`src/core/vpic_pkg.sv`:
```
// shared constants, field layout and carrier types of the vectored interrupt controller
package vpic_pkg;

  // source and level counts
  localparam int NUM_SRC = 32;
  localparam int NUM_LVL = 8;
  localparam int LVL_W = 3;
  localparam int SRC_W = 5;
  localparam int STK_DEPTH = 8;
  localparam int SP_W = 4;
  localparam int ADDR_W = 9;

  // register byte offsets
  localparam logic [8:0] OFF_MODE_BASE = 9'h000;
  localparam logic [8:0] OFF_VEC_BASE = 9'h080;
  localparam logic [8:0] OFF_CUR_VEC = 9'h100;
  localparam logic [8:0] OFF_FAST_VEC = 9'h104;
  localparam logic [8:0] OFF_STATUS = 9'h108;
  localparam logic [8:0] OFF_PEND = 9'h10c;
  localparam logic [8:0] OFF_EN_SET = 9'h110;
  localparam logic [8:0] OFF_EN_CLR = 9'h114;
  localparam logic [8:0] OFF_EN_MASK = 9'h118;
  localparam logic [8:0] OFF_PEND_SET = 9'h11c;
  localparam logic [8:0] OFF_PEND_CLR = 9'h120;
  localparam logic [8:0] OFF_EOS = 9'h124;
  localparam logic [8:0] OFF_FFE = 9'h128;
  localparam logic [8:0] OFF_DBG = 9'h12c;
  localparam logic [8:0] OFF_SPUR = 9'h130;

  // field positions
  localparam int MODE_PRIO_LSB = 0;
  localparam int MODE_KIND_LSB = 5;
  localparam int DBG_PROT_BIT = 0;
  localparam int DBG_GMSK_BIT = 1;
  localparam int STAT_SRC_LSB = 0;
  localparam int STAT_LVL_LSB = 8;
  localparam int STAT_SP_LSB = 16;
  localparam int STAT_BUSY_BIT = 24;

  // reset values and the fixed fast source mask
  localparam logic [31:0] RST_VEC = 32'h0000_0000;
  localparam logic [31:0] RST_EN = 32'h0000_0000;
  localparam logic [31:0] RST_FFE = 32'h0000_0000;
  localparam logic [31:0] RST_SPUR = 32'h0000_0000;
  localparam logic [1:0] RST_DBG = 2'h0;
  localparam logic [31:0] FAST_SRC_BIT = 32'h0000_0001;

  // source sensitivity; internal sources use only bit 0 (edge) and act high
  typedef enum logic [1:0] {
    KIND_LOW_LVL = 2'b00,
    KIND_FALL_EDGE = 2'b01,
    KIND_HIGH_LVL = 2'b10,
    KIND_RISE_EDGE = 2'b11
  } vpic_kind_t;

  // per-source mode
  typedef struct packed {
    vpic_kind_t kind;
    logic [LVL_W-1:0] prio;
  } vpic_cfg_t;

  // one nesting stack entry
  typedef struct packed {
    logic [LVL_W-1:0] lvl;
    logic [SRC_W-1:0] src;
  } vpic_stk_t;

  localparam vpic_cfg_t RST_CFG = '{kind: KIND_LOW_LVL, prio: 3'h0};

endpackage : vpic_pkg

```
`src/core/vpic_src_cond.sv`:
```
// one source: synchroniser, sensitivity selection and pending flag
module vpic_src_cond
  import vpic_pkg::*;
#(
  parameter bit IS_EXT = 1'b0
) (
  input wire logic sys_clk,
  input wire logic rst,
  input wire logic src_in,
  input wire vpic_kind_t kind,
  input wire logic clr,
  input wire logic sw_set,
  output logic pending
);

  logic sync1_ff;
  logic sync2_ff;
  logic prev_ff;
  logic pend_ff;
  logic nxt_pend;
  wire act_high = IS_EXT ? kind[1] : 1'b1;
  wire is_edge = kind[0];
  wire lvl_act = act_high ? sync2_ff : ~sync2_ff;
  wire prev_act = act_high ? prev_ff : ~prev_ff;
  wire edge_hit = lvl_act & ~prev_act;

  // level follows the line; edge is sticky, set wins over clear
  assign nxt_pend = is_edge ? (edge_hit | sw_set | (pend_ff & ~clr)) : lvl_act;
  assign pending = pend_ff;

  // two-stage synchroniser, then history for edge detect
  always_ff @(posedge sys_clk) begin
    if (rst) begin
      sync1_ff <= 1'b0;
      sync2_ff <= 1'b0;
      prev_ff <= 1'b0;
      pend_ff <= 1'b0;
    end else begin
      sync1_ff <= src_in;
      sync2_ff <= sync1_ff;
      prev_ff <= sync2_ff;
      pend_ff <= nxt_pend;
    end
  end

endmodule : vpic_src_cond

```
`src/core/vpic_ctrl.sv`:
```
// vectored priority interrupt controller: sources, arbitration, nesting stack, registers
module vpic_ctrl
  import vpic_pkg::*;
#(
  parameter logic [31:0] EXT_MASK = 32'h0000_0001
) (
  input wire logic sys_clk,
  input wire logic rst,
  input wire logic [NUM_SRC-1:0] src_in,
  input wire logic [ADDR_W-1:0] reg_addr,
  input wire logic [31:0] reg_wdata,
  input wire logic reg_wr,
  input wire logic reg_rd,
  output logic [31:0] reg_rdata,
  output logic fast_int_req_n,
  output logic normal_int_req_n
);

  // register state
  vpic_cfg_t cfg_ff [NUM_SRC];
  logic [31:0] vec_ff [NUM_SRC];
  logic [NUM_SRC-1:0] en_ff;
  logic [NUM_SRC-1:0] ffe_ff;
  logic [31:0] spur_ff;
  logic prot_ff;
  logic gmsk_ff;

  // nesting stack
  vpic_stk_t stk_ff [STK_DEPTH];
  logic [SP_W-1:0] sp_ff;

  // source status
  logic [NUM_SRC-1:0] pend;
  logic [NUM_SRC-1:0] src_clr;
  logic [NUM_SRC-1:0] src_set;

  // arbitration result
  logic best_vld;
  logic [SRC_W-1:0] best_src;
  logic [LVL_W-1:0] best_lvl;

  // address decode
  wire [SRC_W-1:0] idx = reg_addr[6:2];
  wire mode_sel = (reg_addr[8:7] == OFF_MODE_BASE[8:7]);
  wire vec_sel = (reg_addr[8:7] == OFF_VEC_BASE[8:7]);
  wire hit_cur = (reg_addr == OFF_CUR_VEC);
  wire hit_fast = (reg_addr == OFF_FAST_VEC);
  wire wr_mode = reg_wr & mode_sel;
  wire wr_vec = reg_wr & vec_sel;
  wire wr_en_set = reg_wr & (reg_addr == OFF_EN_SET);
  wire wr_en_clr = reg_wr & (reg_addr == OFF_EN_CLR);
  wire wr_pend_set = reg_wr & (reg_addr == OFF_PEND_SET);
  wire wr_pend_clr = reg_wr & (reg_addr == OFF_PEND_CLR);
  wire wr_eos = reg_wr & (reg_addr == OFF_EOS);
  wire wr_ffe = reg_wr & (reg_addr == OFF_FFE);
  wire wr_dbg = reg_wr & (reg_addr == OFF_DBG);
  wire wr_spur = reg_wr & (reg_addr == OFF_SPUR);

  // acknowledge: read normally; in protect mode only a write to the same address acts
  wire take_cur = prot_ff ? (reg_wr & hit_cur) : (reg_rd & hit_cur);
  wire take_fast = prot_ff ? (reg_wr & hit_fast) : (reg_rd & hit_fast);

  // current service context from the stack top
  wire stk_empty = (sp_ff == '0);
  wire stk_full = (sp_ff == SP_W'(STK_DEPTH));
  wire [SP_W-1:0] sp_top = sp_ff - 4'h1;
  wire vpic_stk_t top = stk_ff[sp_top[2:0]];
  wire [LVL_W-1:0] cur_lvl = stk_empty ? '0 : top.lvl;
  wire [SRC_W-1:0] cur_src = stk_empty ? '0 : top.src;

  // fast forcing; source 0 always goes to the fast request
  wire [NUM_SRC-1:0] ffe_eff = ffe_ff | FAST_SRC_BIT;
  wire [NUM_SRC-1:0] live = pend & en_ff;
  wire [NUM_SRC-1:0] cand = live & ~ffe_eff;

  // request terms
  wire fast_want = (|(live & ffe_eff)) & ~gmsk_ff;
  wire above = stk_empty | (best_lvl > cur_lvl);
  wire norm_want = best_vld & above & ~gmsk_ff;

  // pending clear sources: software, current-vector take, fast take
  wire [NUM_SRC-1:0] take_onehot = NUM_SRC'(1) << best_src;
  wire [NUM_SRC-1:0] clr_cur = (take_cur & best_vld) ? take_onehot : '0;
  wire [NUM_SRC-1:0] clr_fast = take_fast ? FAST_SRC_BIT : '0;
  assign src_clr = (wr_pend_clr ? reg_wdata : '0) | clr_cur | clr_fast;
  assign src_set = wr_pend_set ? reg_wdata : '0;

  // per-source conditioning
  generate
    for (genvar g = 0; g < NUM_SRC; g++) begin : g_src
      vpic_src_cond #(
        .IS_EXT(EXT_MASK[g])
      ) u_cond (
        .sys_clk(sys_clk),
        .rst(rst),
        .src_in(src_in[g]),
        .kind(cfg_ff[g].kind),
        .clr(src_clr[g]),
        .sw_set(src_set[g]),
        .pending(pend[g])
      );
    end
  endgenerate

  // highest priority wins, lowest index on a tie; source 0 never competes
  always_comb begin
    best_vld = 1'b0;
    best_src = '0;
    best_lvl = '0;
    for (int i = 1; i < NUM_SRC; i++) begin
      if (cand[i] && (!best_vld || (cfg_ff[i].prio > best_lvl))) begin
        best_vld = 1'b1;
        best_src = SRC_W'(i);
        best_lvl = cfg_ff[i].prio;
      end
    end
  end

  // read data selection
  wire [31:0] mode_word = {25'h0, cfg_ff[idx].kind, 2'h0, cfg_ff[idx].prio};
  wire [31:0] cur_word = best_vld ? vec_ff[best_src] : spur_ff;
  wire [31:0] fast_word = vec_ff[0];
  wire [31:0] stat_word = (32'(cur_src) << STAT_SRC_LSB)
                        | (32'(cur_lvl) << STAT_LVL_LSB)
                        | (32'(sp_ff) << STAT_SP_LSB)
                        | (32'(!stk_empty) << STAT_BUSY_BIT);
  wire [31:0] dbg_word = (32'(prot_ff) << DBG_PROT_BIT) | (32'(gmsk_ff) << DBG_GMSK_BIT);
  wire [31:0] rd_mux =
      mode_sel ? mode_word :
      vec_sel ? vec_ff[idx] :
      hit_cur ? cur_word :
      hit_fast ? fast_word :
      (reg_addr == OFF_STATUS) ? stat_word :
      (reg_addr == OFF_PEND) ? pend :
      (reg_addr == OFF_EN_MASK) ? en_ff :
      (reg_addr == OFF_FFE) ? ffe_ff :
      (reg_addr == OFF_DBG) ? dbg_word :
      (reg_addr == OFF_SPUR) ? spur_ff :
      32'h0000_0000;

  // new stack entry for an acknowledge
  wire vpic_stk_t push_ent = '{lvl: best_lvl, src: best_src};
  wire do_push = take_cur & best_vld & ~stk_full;
  wire do_pop = wr_eos & ~stk_empty;

  // per-source mode and vector registers
  always_ff @(posedge sys_clk) begin
    if (rst) begin
      for (int i = 0; i < NUM_SRC; i++) begin
        cfg_ff[i] <= RST_CFG;
        vec_ff[i] <= RST_VEC;
      end
    end else begin
      if (wr_mode) begin
        cfg_ff[idx].prio <= reg_wdata[MODE_PRIO_LSB +: LVL_W];
        cfg_ff[idx].kind <= vpic_kind_t'(reg_wdata[MODE_KIND_LSB +: 2]);
      end
      if (wr_vec) begin
        vec_ff[idx] <= reg_wdata;
      end
    end
  end

  // enable, fast forcing, spurious vector and debug controls
  always_ff @(posedge sys_clk) begin
    if (rst) begin
      en_ff <= RST_EN;
      ffe_ff <= RST_FFE;
      spur_ff <= RST_SPUR;
      prot_ff <= RST_DBG[DBG_PROT_BIT];
      gmsk_ff <= RST_DBG[DBG_GMSK_BIT];
    end else begin
      if (wr_en_set) begin
        en_ff <= en_ff | reg_wdata;
      end else if (wr_en_clr) begin
        en_ff <= en_ff & ~reg_wdata;
      end
      if (wr_ffe) begin
        ffe_ff <= reg_wdata;
      end
      if (wr_spur) begin
        spur_ff <= reg_wdata;
      end
      if (wr_dbg) begin
        prot_ff <= reg_wdata[DBG_PROT_BIT];
        gmsk_ff <= reg_wdata[DBG_GMSK_BIT];
      end
    end
  end

  // nesting stack: push on acknowledge, pop on end of service
  always_ff @(posedge sys_clk) begin
    if (rst) begin
      sp_ff <= '0;
      for (int i = 0; i < STK_DEPTH; i++) begin
        stk_ff[i] <= '0;
      end
    end else if (do_push) begin
      stk_ff[sp_ff[2:0]] <= push_ent;
      sp_ff <= sp_ff + 4'h1;
    end else if (do_pop) begin
      sp_ff <= sp_top;
    end
  end

  // registered read data, valid the cycle after the strobe
  always_ff @(posedge sys_clk) begin
    if (rst) begin
      reg_rdata <= 32'h0000_0000;
    end else if (reg_rd) begin
      reg_rdata <= rd_mux;
    end else begin
      reg_rdata <= 32'h0000_0000;
    end
  end

  // request outputs, active low; acknowledge forces normal request off
  always_ff @(posedge sys_clk) begin
    if (rst) begin
      fast_int_req_n <= 1'b1;
      normal_int_req_n <= 1'b1;
    end else begin
      fast_int_req_n <= ~fast_want;
      normal_int_req_n <= ~norm_want | take_cur;
    end
  end

  // level sources stay pending until the handler clears the line itself
  // (a level source still active after end of service will request again)

endmodule : vpic_ctrl

```
`config.mk`:
```
export PLATFORM = sky130hd
export DESIGN_NAME = vpic_ctrl
export DESIGN_NICKNAME = d
export VERILOG_FILES = /design/src/core/vpic_pkg.sv /design/src/core/vpic_src_cond.sv /design/src/core/vpic_ctrl.sv
export SDC_FILE = /design/constraint.sdc
export NUM_CORES = 2
export LEC_CHECK = 0
export BUFFER_PORTS_ARGS = -buffer_cell sky130_fd_sc_hd__buf_2
export CORE_MARGIN = 2
export CORE_UTILIZATION = 30
export DETAILED_ROUTE_END_ITERATION = 8
export SETUP_SLACK_MARGIN = 0.4
export SLEW_MARGIN = 0
export SYNTH_ARGS = -nofsm -noshare
export SYNTH_HDL_FRONTEND = slang
export SYNTH_HIERARCHICAL = 1
export SYNTH_SLANG_ARGS = --single-unit
```
`constraint.sdc`:
```
create_clock -name sys_clk -period 55.2 [get_ports sys_clk]
set_clock_uncertainty 0.05 [all_clocks]
set_input_delay 8.28 -clock sys_clk [delete_from_list [all_inputs] [get_ports sys_clk]]
set_output_delay 8.28 -clock sys_clk [all_outputs]
set_load 0.01 [all_outputs]
```
==> summary.md <==
| Metric | Value |
|---|---|
| Worst Path Required | 55.92 ns |
| Status | finished, final reports clean |
| Adder-Cell Fraction of Synth Area | approximately 1.1% |
| Area delta synth->final | 12.36% |
| Final wirelength | roughly 370 mm |
| Clock Sinks | around 1,500 |
| Drt drc | 0 |
| Synth area leader | edfxtp_1 |
| Cell seen most often among critical-path stages | a21oi_1 |
| Main combinational cell family by area after synthesis | simple AND/OR/NAND/NOR gates |
| Seq/Total Area, Yosys | 52.11% |
| Slew @ Worst Pin | 1.370 ns |
| CTS tree | done |
| Worst setup path class | flip-flop to flip-flop |
| Hpwl dp | about 240 mm |
| Area of the core | 0.2729 sq mm |
| Post-synth ARST share | 0% |
| Drt first pass iters | 7 |
| Site Rows | around 190 |
| Finish-stage setup viols | 0 |
| Multi-input logic area | approximately 0.037 sq mm |
| Xor/xnor cell area share of the yosys netlist | less than 1% |
| Clock Path Buffers | 3 |
| Cell variety after synth | 109 |
| Final GP Congestion | slightly below 1 |
| Fin. Hold Viols | 0 |
| Initial antenna violation count | 62 |
| Worst vdd ir | 0.03663 mV |
| Leakage | around 32 nW |
| Final Util | 33.78% |
| Largest net degree at the start of global routing | 128 |
| Slew Limit Fails | 0 |
| Relative slew slack | 7.690% |
| CP arrival | 51.92 ns |
| Flip-flop and latch area | 0.04276 sq mm |
| Most common cell in the netlist | edfxtp_1 |
| Share of the synthesized area in the top cell type | 45.67% |
| Die width | about 530 um |
| Post-Route Setup TNS | 0 ns |
| CTS Root Cell | clkbuf_16 |
| Slowest stage delay, CP | 0.59 ns |
| Synth Warn # | 6 |
| Area contributors post-synth | edfxtp_1 46%, mux4_2 9.4%, and2_1 8.2%, dfxtp_1 6.4%, nand2_1 3.6% |
| # IOs | 111 |
| Layout cells sized above 1 | 15.99% |
| Post CTS Setup Buffer Count | 0 |
| Syn Area/Cell | 11.35 sq um |
| Clock transition at the registers of the reported paths | 0.07 ns |
| CP max FO | 25 |
| Synth Area in Simple Gates | 19.01% |
| Vias in the first global route | 62,471 |
| First-pass GRT wire length | 510.0 mm |
| Worst min path class | flip-flop to flip-flop |
| Mapped cell area | approximately 0.082 sq mm |
| DRT iter0 DRCs | roughly 13,000 |
| Max capacitance violation total | 0 |
| Most used DFF post-synth | edfxtp_1 |
| Final Cycle Share | 92.74% |
| Die Ht | roughly 530 um |
| Max Freq | 19.53 MHz |
| CTS buffer count | 165 |
| Post-synth top cells | 1,248 x edfxtp_1, 1,076 x and2_1, 784 x nand2_1 |
| Initial core utilization | 30.07% |
| Nets | just over 7,000 |
| Min cycle time layout | approximately 50 ns |
| DR vias/cell | 6.186 |
| Die area | 0.2777 sq mm |
| Critical path launch point type | flip-flop |
| Crit end category | flip-flop |
| Net Count, Synth | 7,379 |
| IO buf count | 110 |
| GRT overflow | 0 |
| Mux cell area share after synthesis | 13.46% |
| Register bit total from synthesis | 1,512 |
| Compound-Gate Fraction of Synth Area | a little over a tenth |
| Cells after synthesis | 7,230 |
| Power Density | approximately 29 mW/mm^2 |
| Worst skew pair latency | a little under 0.9 ns |
| Vias | 66,853 |
| Fillcell total | 26,903 |
| Post-synth EDFFs | about 1,200 |
| Final ANT Viol Nets | 0 |
| Slowest CP cell | mux2_2 |
| RSZ-0062 raised after global routing | no |
| Wire per inst | roughly 35 um |
| GRT Total Usage | 25.95% |
| CTS HTree Levels | 4 |
[worst max-delay path: cells and delay by family, from the launching register on]
family                     cells  cell delay (ns)
AOI/OAI and AO/OA            132            26.01
adders and majority gates     31             8.73
buffers and inverters         15             2.29
DFF                            1             0.45
muxes                          7             2.74
and+or+nand+nor               61            10.67
[layout make-up]
class	count	share of cell area, %
diodes	25	0.06786
clock buffers	231	5.000
inverters	82	0.3352
clock inverters	77	1.059
multi-input cells	4987	39.95
well taps	3589	4.871
repair buffers	305	2.337
flip-flops and latches	1512	46.38
[timing repair]
action / CTS / global route
endpoints found under the hold margin: 0 / 0
resized for setup: 0 / 23
hold buffers: 0 / 0
setup endpoints to repair: 0 / 88
[registers in the layout, summed over array words and instances, names as in the netlist, named ones only]
| name | count |
|---|---|
| cfg_ff | 160 |
| fast_int_req_n | 1 |
| ffe_ff | 32 |
| g_src.u_cond/lvl_act | 31 |
| g_src.u_cond/pending | 32 |
| g_src.u_cond/prev_act | 31 |
| g_src.u_cond/prev_ff | 1 |
| g_src.u_cond/sync1_ff | 32 |
| g_src.u_cond/sync2_ff | 1 |
| gmsk_ff | 1 |
| normal_int_req_n | 1 |
| prot_ff | 1 |
| reg_rdata | 32 |
| sp_ff | 4 |
| spur_ff | 32 |
| stk_ff | 64 |
| vec_ff | 1024 |
[power by group]
part,internal [W],leakage [nW],switching (W),total [W]
clock network,0.000653,2.71,0.000513,0.00117
logic,0.0000715,15.3,0.000143,0.000215
registers,0.00129,14.0,0.0000372,0.00132
[path summary, 6_finish.rpt]
path | start | endpoint | slack [ns] | depth (start not counted)
max | flip-flop | reg_rdata[18]$_SDFF_PP0_ | 4.01 | 246
min | g_src[9].u_cond/sync1_ff$_SDFF_PP0_ | g_src[9].u_cond/lvl_act$_SDFF_PP0_ | 0.39 | 1
max reg2reg | flip-flop | reg_rdata[18]$_SDFF_PP0_ | 4.01 | 246
min reg2reg | g_src[9].u_cond/sync1_ff$_SDFF_PP0_ | g_src[9].u_cond/lvl_act$_SDFF_PP0_ | 0.39 | 1
[cell usage in the layout, fill, tap and decap left out, types with 21 or more instances in the layout]
cell       netlist  final
edfxtp_1      1248   1248
and2_1        1076   1075
nand2_1        784    779
mux4_2         341    341
a21oi_1        339    338
dfxtp_1        264    264
mux2i_1        247    247
nor2_1         270    212
nand3_1        208    207
o21ai_0        207    204
buf_4           16    186
and3_1         182    181
clkbuf_16        0    167
nor2b_1        150    149
a31oi_1        139    139
a22oi_1        110    110
buf_2           92    106
inv_1           80     80
mux2_2          72     72
ha_1            72     72
nor3_1          61     58
a21o_1          48     48
clkbuf_1       474     45
o22ai_1         44     44
o221ai_1        44     44
o21ai_1         42     43
nor2_4           0     40
o211ai_1        34     34
a211oi_1        33     32
nand2b_1        27     26
diode_2          0     25
a221oi_1        25     25
or2_2           43     24
nand4_1         21     21
nor2_2           3     21
[metal layers]
metal  share of wire [%]  track usage (%)
met5               0.093           0.3117
met4                 7.1            15.56
met2                  43            38.43
met1                  36            32.18
met3                  15            9.482
[stage by stage]
step | setup WS [ns] | instances | total power, W | hold WS [ns] | cell area [sq um]
global route | 0.3116 | 10789 | 0.002745 | 0.4099 | 92150
floorplan | 11.95 | 7230 | 0.001445 | 0.3638 | 82050
finish | 4.006 | 10808 | 0.002703 | 0.3872 | 92200
CTS | 3.131 | 10782 | 0.002690 | 0.3906 | 92020
global placement | 3.883 | 10473 | 0.001546 | 0.3857 | 86430
detailed placement | 3.345 | 10474 | 0.001549 | 0.3794 | 86440
[kinds of logic (layout without fill, tap and decap cells)]
kind of cell | after synthesis | in the layout
fa+ha+maj | 73 | 73
buf+inv | 731 | 695
other cells | 0 | 25
xor+xnor | 5 | 5
compound gates | 1309 | 1309
simple gates | 2933 | 2933
mux | 667 | 667
flops | 1512 | 1512
No activity file was read; power rests on OpenSTA's default activity.
